==> src/logic/dlpt_pkg.sv <==
// Constants and table contents of the double-rate latency query table
package dlpt_pkg;

    // ==========================================================
    // Widths and synchroniser depth
    localparam int OFF_W = 6;
    localparam int BYTE_W = 8;
    localparam int SYNC_STAGES = 2;
    localparam int BIT_CNT_W = 3;
    localparam logic [BIT_CNT_W-1:0] BIT_LAST = 3'h7;
    localparam logic [OFF_W-1:0] OFF_MAX = 6'h3F;

    // ==========================================================
    // Latency code table layout (offsets in the combined query space)
    localparam logic [OFF_W-1:0] LCT_ID_OFF = 6'h00;
    localparam logic [OFF_W-1:0] LCT_LEN_OFF = 6'h01;
    localparam logic [OFF_W-1:0] LCT_ROWS_OFF = 6'h02;
    localparam logic [OFF_W-1:0] LCT_ROWLEN_OFF = 6'h03;
    localparam logic [OFF_W-1:0] LCT_HDR_OFF = 6'h04;
    localparam logic [OFF_W-1:0] LCT_DATA_OFF = 6'h0C;
    localparam logic [OFF_W-1:0] RSV_OFF = 6'h2C;
    localparam logic [OFF_W-1:0] RSV_LEN_OFF = 6'h2D;

    // ==========================================================
    // Table values
    localparam logic [BYTE_W-1:0] LCT_ID = 8'h9A;
    localparam logic [BYTE_W-1:0] LCT_LEN = 8'h2A;
    localparam logic [BYTE_W-1:0] LCT_ROWS = 8'h05;
    localparam logic [BYTE_W-1:0] LCT_ROWLEN = 8'h08;
    localparam logic [BYTE_W-1:0] HDR_FREQ_MARK = 8'h46;
    localparam logic [BYTE_W-1:0] HDR_CODE_MARK = 8'h43;
    // Opcodes: fast 3B/4B, dual 3B/4B, quad 3B/4B
    localparam logic [47:0] HDR_OPCODES = 48'h0D_0E_BD_BE_ED_EE;
    // Index 0 is the first data row
    localparam logic [3:0][BYTE_W-1:0] ROW_FREQ = {8'h42, 8'h42, 8'h42, 8'h32};
    localparam logic [3:0][BYTE_W-1:0] ROW_CODE = {8'h02, 8'h01, 8'h00, 8'h03};
    // Mode/latency pairs: fast, dual, quad
    localparam logic [3:0][47:0] ROW_CYC = {
        48'h04_05_02_06_01_08,
        48'h04_04_02_05_01_07,
        48'h04_02_02_04_01_06,
        48'h04_01_02_02_01_03
    };
    localparam logic [BYTE_W-1:0] RSV_ID = 8'hF0;
    localparam logic [BYTE_W-1:0] RSV_LEN = 8'h0F;
    localparam logic [BYTE_W-1:0] ERASED = 8'hFF;

    // ==========================================================
    // Serial output state machine
    typedef enum logic [2:0] {
        st_idle = 3'b001,
        st_load = 3'b010,
        st_shift = 3'b100
    } dlpt_state_t;

    // Fixed content lookup
    function automatic logic [BYTE_W-1:0] dlpt_table_byte(input logic [OFF_W-1:0] a);
        logic [OFF_W-1:0] rel;
        logic [1:0] row;
        logic [2:0] col;
        logic [47:0] cyc;
        logic [BYTE_W-1:0] b;
        rel = a - LCT_DATA_OFF;
        row = rel[4:3];
        col = rel[2:0];
        cyc = ROW_CYC[row];
        b = ERASED;
        if (a == LCT_ID_OFF) begin
            b = LCT_ID;
        end else if (a == LCT_LEN_OFF) begin
            b = LCT_LEN;
        end else if (a == LCT_ROWS_OFF) begin
            b = LCT_ROWS;
        end else if (a == LCT_ROWLEN_OFF) begin
            b = LCT_ROWLEN;
        end else if (a == LCT_HDR_OFF) begin
            b = HDR_FREQ_MARK;
        end else if (a == LCT_HDR_OFF + 6'h01) begin
            b = HDR_CODE_MARK;
        end else if (a < LCT_DATA_OFF) begin
            b = HDR_OPCODES[(5 - int'(a - LCT_HDR_OFF - 6'h02)) * 8 +: 8];
        end else if (a < RSV_OFF) begin
            if (col == 3'h0) begin
                b = ROW_FREQ[row];
            end else if (col == 3'h1) begin
                b = ROW_CODE[row];
            end else begin
                b = cyc[(5 - int'(col - 3'h2)) * 8 +: 8];
            end
        end else if (a == RSV_OFF) begin
            b = RSV_ID;
        end else if (a == RSV_LEN_OFF) begin
            b = RSV_LEN;
        end
        return b;
    endfunction : dlpt_table_byte

endpackage : dlpt_pkg

==> src/logic/dlpt_sync.sv <==
// Two-flop level synchroniser for pin inputs
`timescale 1ns/10ps
module dlpt_sync #(
    parameter int STAGES = 2,
    parameter logic RESET_VAL = 1'b0
) (
    input wire logic sys_clk,
    input wire logic reset,
    input wire logic clk_en,
    input wire logic din,
    output logic dout
);
    logic [STAGES-1:0] chain;
    logic [STAGES-1:0] next_chain;

    always_comb begin
        next_chain = chain;
        if (clk_en) begin
            next_chain = {chain[STAGES-2:0], din};
        end
    end

    always_ff @(posedge sys_clk or posedge reset) begin
        if (reset) begin
            chain <= {STAGES{RESET_VAL}};
        end else begin
            chain <= next_chain;
        end
    end

    assign dout = chain[STAGES-1];
endmodule : dlpt_sync

==> src/logic/dlpt_rom.sv <==
// Read-only query table with registered read data
`timescale 1ns/10ps
module dlpt_rom
    import dlpt_pkg::*;
(
    input wire logic sys_clk,
    input wire logic reset,
    input wire logic clk_en,
    input wire logic [dlpt_pkg::OFF_W-1:0] addr,
    output logic [dlpt_pkg::BYTE_W-1:0] rdata
);
    logic [BYTE_W-1:0] next_rdata;

    // No write path exists, so the content cannot be altered
    always_comb begin
        next_rdata = rdata;
        if (clk_en) begin
            next_rdata = dlpt_table_byte(addr);
        end
    end

    always_ff @(posedge sys_clk or posedge reset) begin
        if (reset) begin
            rdata <= ERASED;
        end else begin
            rdata <= next_rdata;
        end
    end
endmodule : dlpt_rom

==> src/logic/dlpt_table.sv <==
// Serial query read of the double-rate latency table and reserved parameter
`timescale 1ns/10ps

module dlpt_table
    import dlpt_pkg::*;
(
    input wire logic sys_clk,
    input wire logic reset,
    input wire logic clk_en,
    input wire logic sck_pin,
    input wire logic cs_n_pin,
    input wire logic query_load,
    input wire logic [dlpt_pkg::OFF_W-1:0] query_offset,
    output logic query_dout,
    output logic query_doe,
    output logic query_byte_done,
    output logic query_busy
);
    import dlpt_pkg::*;

    // ==========================================================
    // Pin synchronisers and clock edge detection
    logic sck_sync;
    logic cs_n_sync;
    logic sck_prev;
    logic next_sck_prev;
    logic sck_fall;

    dlpt_sync #(.STAGES(SYNC_STAGES), .RESET_VAL(1'b0)) u_sync_sck (
        .sys_clk(sys_clk),
        .reset(reset),
        .clk_en(clk_en),
        .din(sck_pin),
        .dout(sck_sync)
    );

    // Deselected at reset so no byte starts on its own
    dlpt_sync #(.STAGES(SYNC_STAGES), .RESET_VAL(1'b1)) u_sync_cs (
        .sys_clk(sys_clk),
        .reset(reset),
        .clk_en(clk_en),
        .din(cs_n_pin),
        .dout(cs_n_sync)
    );

    always_comb begin
        next_sck_prev = clk_en ? sck_sync : sck_prev;
    end

    always_ff @(posedge sys_clk or posedge reset) begin
        if (reset) begin
            sck_prev <= 1'b0;
        end else begin
            sck_prev <= next_sck_prev;
        end
    end

    // Data changes on the falling edge so the host samples on the rising one
    assign sck_fall = sck_prev & ~sck_sync;

    // ==========================================================
    // Table storage
    logic [OFF_W-1:0] rd_off;
    logic [BYTE_W-1:0] rom_q;

    // All table bytes come from the fixed lookup
    dlpt_rom u_rom (
        .sys_clk(sys_clk),
        .reset(reset),
        .clk_en(clk_en),
        .addr(rd_off),
        .rdata(rom_q)
    );

    // ==========================================================
    // Byte sequencer and shifter
    dlpt_state_t state;
    dlpt_state_t next_state;
    logic [BYTE_W-1:0] shreg;
    logic [BYTE_W-1:0] next_shreg;
    logic [BIT_CNT_W-1:0] bit_cnt;
    logic [BIT_CNT_W-1:0] next_bit_cnt;
    logic [OFF_W-1:0] next_rd_off;
    logic next_doe;
    logic next_byte_done;
    logic next_busy;

    // Offset holds at the top so a long read keeps returning erased bytes
    function automatic logic [OFF_W-1:0] dlpt_step(input logic [OFF_W-1:0] o);
        return (o == OFF_MAX) ? o : o + 6'h01;
    endfunction : dlpt_step

    always_comb begin
        next_state = state;
        next_shreg = shreg;
        next_bit_cnt = bit_cnt;
        next_rd_off = rd_off;
        next_doe = query_doe;
        next_byte_done = 1'b0;
        next_busy = query_busy;
        if (clk_en) begin
            case (state)
                st_idle: begin
                    next_doe = 1'b0;
                    next_busy = 1'b0;
                    // Start offset only accepted between reads
                    if (query_load) begin
                        next_rd_off = query_offset;
                    end else if (!cs_n_sync) begin
                        next_state = st_load;
                        next_busy = 1'b1;
                    end
                end
                st_load: begin
                    // ROM output has settled on rd_off by now
                    next_shreg = rom_q;
                    next_bit_cnt = BIT_LAST;
                    next_rd_off = dlpt_step(rd_off);
                    next_doe = 1'b1;
                    next_state = st_shift;
                    if (cs_n_sync) begin
                        next_state = st_idle;
                        next_doe = 1'b0;
                    end
                end
                st_shift: begin
                    if (cs_n_sync) begin
                        next_state = st_idle;
                        next_doe = 1'b0;
                        next_busy = 1'b0;
                    end else if (sck_fall) begin
                        if (bit_cnt == '0) begin
                            // Next byte was prefetched during the last one
                            next_shreg = rom_q;
                            next_bit_cnt = BIT_LAST;
                            next_rd_off = dlpt_step(rd_off);
                            next_byte_done = 1'b1;
                        end else begin
                            next_shreg = {shreg[BYTE_W-2:0], 1'b0};
                            next_bit_cnt = bit_cnt - 3'h1;
                        end
                    end
                end
                default: begin
                    next_state = st_idle;
                    next_doe = 1'b0;
                    next_busy = 1'b0;
                end
            endcase
        end
    end

    always_ff @(posedge sys_clk or posedge reset) begin
        if (reset) begin
            state <= st_idle;
            shreg <= '0;
            bit_cnt <= '0;
            rd_off <= LCT_ID_OFF;
            query_doe <= 1'b0;
            query_byte_done <= 1'b0;
            query_busy <= 1'b0;
        end else begin
            state <= next_state;
            shreg <= next_shreg;
            bit_cnt <= next_bit_cnt;
            rd_off <= next_rd_off;
            query_doe <= next_doe;
            query_byte_done <= next_byte_done;
            query_busy <= next_busy;
        end
    end

    // ==========================================================
    // Serial data output, MSB first
    logic next_dout;

    always_comb begin
        next_dout = query_dout;
        if (clk_en) begin
            next_dout = next_doe ? next_shreg[BYTE_W-1] : 1'b0;
        end
    end

    always_ff @(posedge sys_clk or posedge reset) begin
        if (reset) begin
            query_dout <= 1'b0;
        end else begin
            query_dout <= next_dout;
        end
    end
endmodule : dlpt_table

==> config.mk <==
export PLATFORM = sky130hd
export DESIGN_NAME = dlpt_table
export DESIGN_NICKNAME = d
export VERILOG_FILES = /design/src/logic/dlpt_pkg.sv /design/src/logic/dlpt_sync.sv /design/src/logic/dlpt_rom.sv /design/src/logic/dlpt_table.sv
export SDC_FILE = /design/constraint.sdc
export NUM_CORES = 1
export LEC_CHECK = 0
export BUFFER_PORTS_ARGS = -buffer_cell sky130_fd_sc_hd__buf_2
export CAP_MARGIN = 20
export CORE_ASPECT_RATIO = 1.75
export CORE_MARGIN = 2
export CORE_UTILIZATION = 28
export CTS_BUF_LIST = sky130_fd_sc_hd__clkbuf_8
export DETAILED_ROUTE_END_ITERATION = 10
export SLEW_MARGIN = 20
export SYNTH_ARGS = -nofsm -noshare
export SYNTH_HDL_FRONTEND = slang
export SYNTH_HIERARCHICAL = 1
export SYNTH_SLANG_ARGS = --single-unit
==> constraint.sdc <==
create_clock -name sys_clk -period 4.25 [get_ports sys_clk]
set_input_delay 0.2125 -clock sys_clk [delete_from_list [all_inputs] [get_ports sys_clk]]
set_output_delay 0.2125 -clock sys_clk [all_outputs]
set_load 0.02 [all_outputs]
==> metrics.csv, run 1 <==
stage,metric,value,unit
status,run status,completed,
finish,"Area growth, synth to finish",7.24,%
global_routing,first-pass GRT wire length,10400,microns
power_and_ir_drop,static leakage,1.14,nW
clocking,H-Tree Depth,2,
floorplanning,die width,77,microns
worst_setup_path,Crit Path Max Fanout,19,
sta,Fin. Hold Viols,0,
routing,TritonRoute pass-1 iters,5,
place,DP HPWL,4490,microns
sta,pin slew with the least headroom to its limit,931,ps
floorplanning,Die Y,132,microns
sta,setup TNS,0,ps
power_and_ir_drop,pwr dens,669,nW/um^2
place,GPL Wtd Cong,0.865,
yosys,top_reg_cell synth,dfrtp_1,
routing,vias after detailed routing,2140,
sta,Tcrit/Tclk final,67.9,%
yosys,Seq cells post-synth,37,
floorplanning,I/O Pins,16,
routing,vias per cell,5.17,
finish,FILL cells,996,
yosys,post-synthesis compound-gate area fraction,25.1,%
floorplanning,Die ar.,10100,sq um
clocking,CTS tree,built,
worst_setup_path,CP arrival,3100,ps
yosys,XOR/XNOR Fraction of Synth Area,0.335,%
sta,setup skew after layout,8.82,ps
clocking,clock buffer depth,2,
routing,top layer in use,met4,
floorplanning,Rows,46,
worst_setup_path,CP max stage delay,710,ps
routing,DRC,0,
worst_setup_path,R2R Setup Slk,1370,ps
global_routing,largest net degree at the start of global routing,38,
yosys,async set-or-reset flop fraction in the synthesized netlist,100,%
yosys,sequential share of the synthesized area,36.0,%
global_routing,vias in the first global route,2211,
sta,Peak Freq,347,MHz
sta,RSZ-0062 raised after global routing,no,
power_and_ir_drop,worst ir drop on vdd,191,uV
yosys,Syn Std Cell Area,2610,sq um
sta,Slew Limit Fails,0,
worst_setup_path,"CP delay by family, top",adder cells,
routing,Total Routed Length,5970,microns
finish,fin util,30.8,%
sta,Worst slew margin,37.5,%
yosys,"EDFF count, synth",0,
yosys,Post-Synth Adder-Cell Area,5.75,%
clocking,Root Driver,clkbuf_8,
worst_setup_path,"Max stage delay cell, worst path",dfrtp_1,
routing,met3 WL,120,microns
worst_setup_path,"Top cell by count, worst path",ha_1,
power_and_ir_drop,Total Power,1.87,mW
floorplanning,Starting Density,28.7,%
clocking,Sink Count,37,
routing,drt wl/cell,14.4,microns
finish,ANT cells,0,
global_routing,Tot GR Track Use,12.6,%
yosys,mux cell area share after synthesis,3.35,%
worst_setup_path,Crit path depth,9,
routing,remaining antenna violation count,0,
place,Port Buffers,15,
hold_path,Hold Path Class,primary input to flip-flop,
global_routing,antenna violations before repair,0,
job,max_cap viols,0,
clocking,worst skew pair latency,290,ps
yosys,Synth Area in Simple Gates,21.2,%
routing,initial DRC count,128,
yosys,Syn Nets,311,
yosys,"Distinct cells, synth",65,
routing,WL met2,3340,microns
yosys,syn_area_per_cell,9.10,sq um
sta,Final setup viols,0,
worst_setup_path,Worst EP required,4470,ps
finish,layout cells sized above 1,20.4,%
hold_path,hold-critical path depth,2,
finish,nets,317,
worst_setup_path,critical path type,flip-flop to flip-flop,
yosys,Ys Warns,6,
finish,"commonest non-fill, non-tap cell in the layout",nor2_1,
floorplanning,Placeable Area,9090,sq um
yosys,Syn Inst Count,287,
sta,min Tclk post-route,2880,ps
clocking,CTS Buf Count,5,
yosys,combinational family with the most area after synthesis,compound AO/OA/AOI/OAI gates,
worst_setup_path,Critical path buffers and inverters,1,
worst_setup_path,CP Launch Type,flip-flop,
worst_setup_path,R2R cell count,9,
worst_setup_path,CP endpoint kind,flip-flop,
worst_setup_path,critical path cell sequence,"ha_1, xnor2_1, inv_1, ha_1, nor3b_2, nand2_1, a211oi_1, nor3_1, o22ai_1",
global_routing,GRT overflow,0,
routing,Met1 Wirelength,2320,microns
finish,most frequent cells in the layout,"nor2_1 (31), dfrtp_1 (26), inv_1 (19)",
clocking,Clock transition at path regs,80,ps
per-stage QoR:
| stage | cells | hold slack (ps) | worst slack, ps | area (sq um) |
|---|---|---|---|---|
| finish | 414 | 148 | 1370 | 2800 |
| CTS | 414 | 136 | 1380 | 2800 |
| floorplan | 287 | -46.3 | 2010 | 2610 |
| detailed placement | 405 | 118 | 1390 | 2710 |
| global route | 414 | 138 | 1020 | 2800 |
| global placement | 405 | 112 | 1510 | 2710 |
synthesized netlist by cell type, drive strengths merged (3+ instances only):
cell type	n	share of area (%)
a211oi	3	0.86
a21oi	18	3.9
a221oi	7	2.6
a31oi	5	1.2
and2	3	0.81
buf	14	4.1
clkbuf	3	0.81
dfrtp	26	25
dfstp	11	11
ha	12	5.7
inv	23	3.3
mux2	6	2.6
nand2	17	2.5
nand2b	4	1.5
nand3	10	1.9
nand4	3	0.72
nor2	32	5.2
nor2b	12	2.9
nor3	5	1.2
nor3b	4	1.3
o21ai	21	4.0
o221ai	4	1.6
o22a	3	1.0
o22ai	4	0.96
o31ai	4	1.3
layer usage:
metal,vias to the layer above,track usage [%]
met2,37,23.5
met5,-,0
met3,17,2.19
met1,1027,13.0
met4,0,6.65
li1,1059,-
cell families after synthesis:
kind of cell               count (synthesis)
AOI/OAI and AO/OA                         90
xor gates and xnor gates                   1
adders and majority gates                 12
buffers and inverters                     40
DFF                                       37
muxes                                      8
and+or+nand+nor                           99
where the power goes:
part | switching (mW) | total [mW] | internal [mW] | leakage, nW
combinational | 0.525 | 0.922 | 0.398 | 0.653
clock | 0.125 | 0.236 | 0.111 | 0.0491
sequential | 0.207 | 0.714 | 0.507 | 0.437
flip-flops by register name, indices dropped and copies added (netlist names):
name,flops
query_byte_done,1
u_sync_sck/chain,2
u_rom/rdata,8
rd_off,6
shreg,8
query_doe,1
state,3
query_dout,1
query_busy,1
u_sync_cs/chain,2
sck_prev,1
bit_cnt,3
area by class of cell:
class	instances	area (sq um)	area share, %
Sequential cell	37	940	33.6
Clock buffer	5	68.8	2.46
Multi-Input combinational cell	210	1460	52.0
Inverter	23	86.3	3.08
Tap cell	120	150	5.36
Clock inverter	3	13.8	0.492
Timing Repair Buffer	16	85.1	3.04
repair_timing:
item                      CTS  global route
hold endpoints to repair    4             0
gates resized for setup     0             0
hold buffers                1             0
buffers inserted            0             0
final timing paths:
| kind | start | end |
|---|---|---|
| worst max-delay path | rd_off[2] | u_rom/rdata[6] |
| worst min-delay path | cs_n_pin | u_sync_cs/chain[0] |
| worst max register to register | rd_off[2] | u_rom/rdata[6] |
| worst min register to register | query_busy | query_busy |
| max in group asynchronous | reset | query_dout |
| min in group asynchronous | reset | u_sync_sck/chain[0] |
Note: power is estimated with default switching activity, not from simulation.
==> run 2, diff against run 1 <==
==> constraint.sdc (replaced) <==
create_clock -name sys_clk -period 2.45 [get_ports sys_clk]
set_input_delay 0.1225 -clock sys_clk [delete_from_list [all_inputs] [get_ports sys_clk]]
set_output_delay 0.1225 -clock sys_clk [all_outputs]
set_load 0.02 [all_outputs]
==> metrics.csv, run 2 (same netlist as run 1, synthesis figures left out) <==
stage,metric,value,unit
status,run status,completed,
place,GPL Wtd Cong,0.845,
routing,drt wl/cell,14.8,microns
finish,"Area growth, synth to finish",10.7,%
worst_setup_path,"Max stage delay cell, worst path",dfrtp_1,
floorplanning,I/O Pins,16,
floorplanning,die width,77,microns
power_and_ir_drop,pwr dens,1180,nW/um^2
routing,Total Routed Length,6310,microns
place,Port Buffers,15,
worst_setup_path,critical path cell sequence,"inv_1, ha_2, inv_2, ha_1, nand2b_1, a31o_1, a211oi_1, nor3_2",
global_routing,antenna violations before repair,0,
place,placed cell count,417,
power_and_ir_drop,worst ir drop on vdd,257,uV
clocking,clock buffer depth,2,
place,DP HPWL,4720,microns
finish,most frequent cells in the layout,"nor2_1 (31), dfrtp_1 (26), inv_1 (21)",
worst_setup_path,CP endpoint kind,flip-flop,
worst_setup_path,CP max stage delay,460,ps
global_routing,first-pass GRT wire length,10800,microns
finish,ANT cells,0,
routing,vias after detailed routing,2302,
routing,initial DRC count,107,
sta,Worst slew margin,58.0,%
job,max_cap viols,0,
sta,pin slew with the least headroom to its limit,630,ps
power_and_ir_drop,total internal power,1.87,mW
sta,min Tclk post-route,2200,ps
power_and_ir_drop,clock share of power,11.9,%
sta,setup skew after layout,15.1,ps
clocking,Clock transition at path regs,80,ps
worst_setup_path,Worst EP required,2660,ps
worst_setup_path,CP arrival,2410,ps
finish,biggest regs,"shreg (8), u_rom/rdata (8), rd_off (6)",
finish,FILL cells,985,
clocking,CTS Buf Count,5,
global_routing,largest net degree at the start of global routing,37,
finish,nets,329,
clocking,CTS tree,built,
worst_setup_path,critical path type,flip-flop to flip-flop,
worst_setup_path,Critical path buffers and inverters,2,
global_routing,vias in the first global route,2277,
global_routing,GRT overflow,0,
worst_setup_path,Crit Path Max Fanout,8,
power_and_ir_drop,static leakage,1.20,nW
power_and_ir_drop,Total Power,3.40,mW
power_and_ir_drop,switching part of the total power,45.2,%
floorplanning,Starting Density,28.7,%
sta,Peak Freq,455,MHz
clocking,H-Tree Depth,2,
floorplanning,Placeable Area,9090,sq um
worst_setup_path,CP Launch Type,flip-flop,
floorplanning,Die ar.,10100,sq um
worst_setup_path,"CP delay by family, top",adder cells,
sta,Fin. Hold Viols,0,
power_and_ir_drop,switching power total,1.54,mW
routing,remaining antenna violation count,0,
routing,vias per cell,5.40,
clocking,Root Driver,clkbuf_8,
sta,Tcrit/Tclk final,89.7,%
clocking,Sink Count,37,
floorplanning,Die Y,132,microns
sta,RSZ-0062 raised after global routing,no,
sta,setup TNS,0,ps
clocking,worst skew pair latency,300,ps
finish,layout cells sized above 1,23.5,%
routing,TritonRoute pass-1 iters,4,
finish,"commonest non-fill, non-tap cell in the layout",nor2_1,
routing,DRC,0,
clocking,postcts setup bufs,0,
sta,Slew Limit Fails,0,
finish,Post-Layout Cell Count,426,
global_routing,Tot GR Track Use,13.1,%
hold_path,Hold Path Class,primary input to flip-flop,
power_and_ir_drop,Seq pwr share,32.0,%
sta,Final setup viols,0,
floorplanning,Rows,46,
power_and_ir_drop,Combinational Power Share,56.1,%
==> run 2: cell count changes in the layout (fill, tap and decap cells not counted), sizes merged <==
| cell | previous run | this run |
|---|---|---|
| buf | 15 | 27 |
| clkinv | 3 | 1 |
| inv | 23 | 25 |
==> run 2: layout make-up <==
class	count	area, sq um	area share (%)
Clock inverter	3	12.5	0.433
Inverter	23	86.3	2.99
Multi-Input combinational cell	210	1460	50.5
Sequential cell	37	940	32.5
Timing Repair Buffer	28	175	6.06
Clock buffer	5	68.8	2.38
Tap cell	120	150	5.19
==> run 2: power groups by stage <==
stage	combinational [mW]	clock, mW	sequential, mW
floorplan	1.50	0	1.03
global placement	1.84	0	1.09
detailed placement	1.87	0	1.10
CTS	1.88	0.422	1.09
global route	2.12	0.450	1.13
finish	1.91	0.406	1.09
==> run 2: worst reg2reg max path: stages, from the launching register on <==
cell and delay [ps]:
dfrtp_1 460, inv_1 100, ha_2 430, inv_2 90, ha_1 330, nand2b_1 170, a31o_1 210, a211oi_1 250
nor3_2 80
==> run 2: metal layers <==
layer	global-route usage, %	wire length, microns	up-vias
met2	23.5	3340	62
met5	0	0	-
met4	9.82	378	0
li1	-	-	1085
met3	2.05	174	32
met1	13.4	2420	1123
==> run 2: final timing paths <==
kind                       startpoint                   to  slack (ps)  cells past startpoint
min                          cs_n_pin   u_sync_cs/chain[0]          60                      2
max reg2reg                 rd_off[3]       u_rom/rdata[1]         250                      8
max in group asynchronous       reset             shreg[4]        1400                      4
max                         rd_off[3]       u_rom/rdata[1]         250                      8
min reg2reg                query_busy           query_busy         480                      2
min in group asynchronous       reset  u_sync_sck/chain[0]         260                      3
==> run 2: repair_timing <==
action	4_1_cts	5_1_grt
hold endpoints to repair	15	0
endpoints found under the setup margin	0	1
gates resized for setup	0	1
hold buffers	1	0
==> run 2: through the flow <==
| stage | area (sq um) | utilization (%) | setup slack (ps) | hold WS [ps] |
|---|---|---|---|---|
| 3_3_place_gp | 2800 | 30.8 | 302 | 22.2 |
| 4_1_cts | 2890 | 31.8 | 207 | 50.2 |
| 2_1_floorplan | 2610 | - | 206 | -136 |
| 6_report | 2890 | 31.8 | 253 | 57.7 |
| 3_5_place_dp | 2800 | 30.8 | 234 | 23.5 |
| 5_1_grt | 2890 | 31.8 | 56.6 | 52.7 |
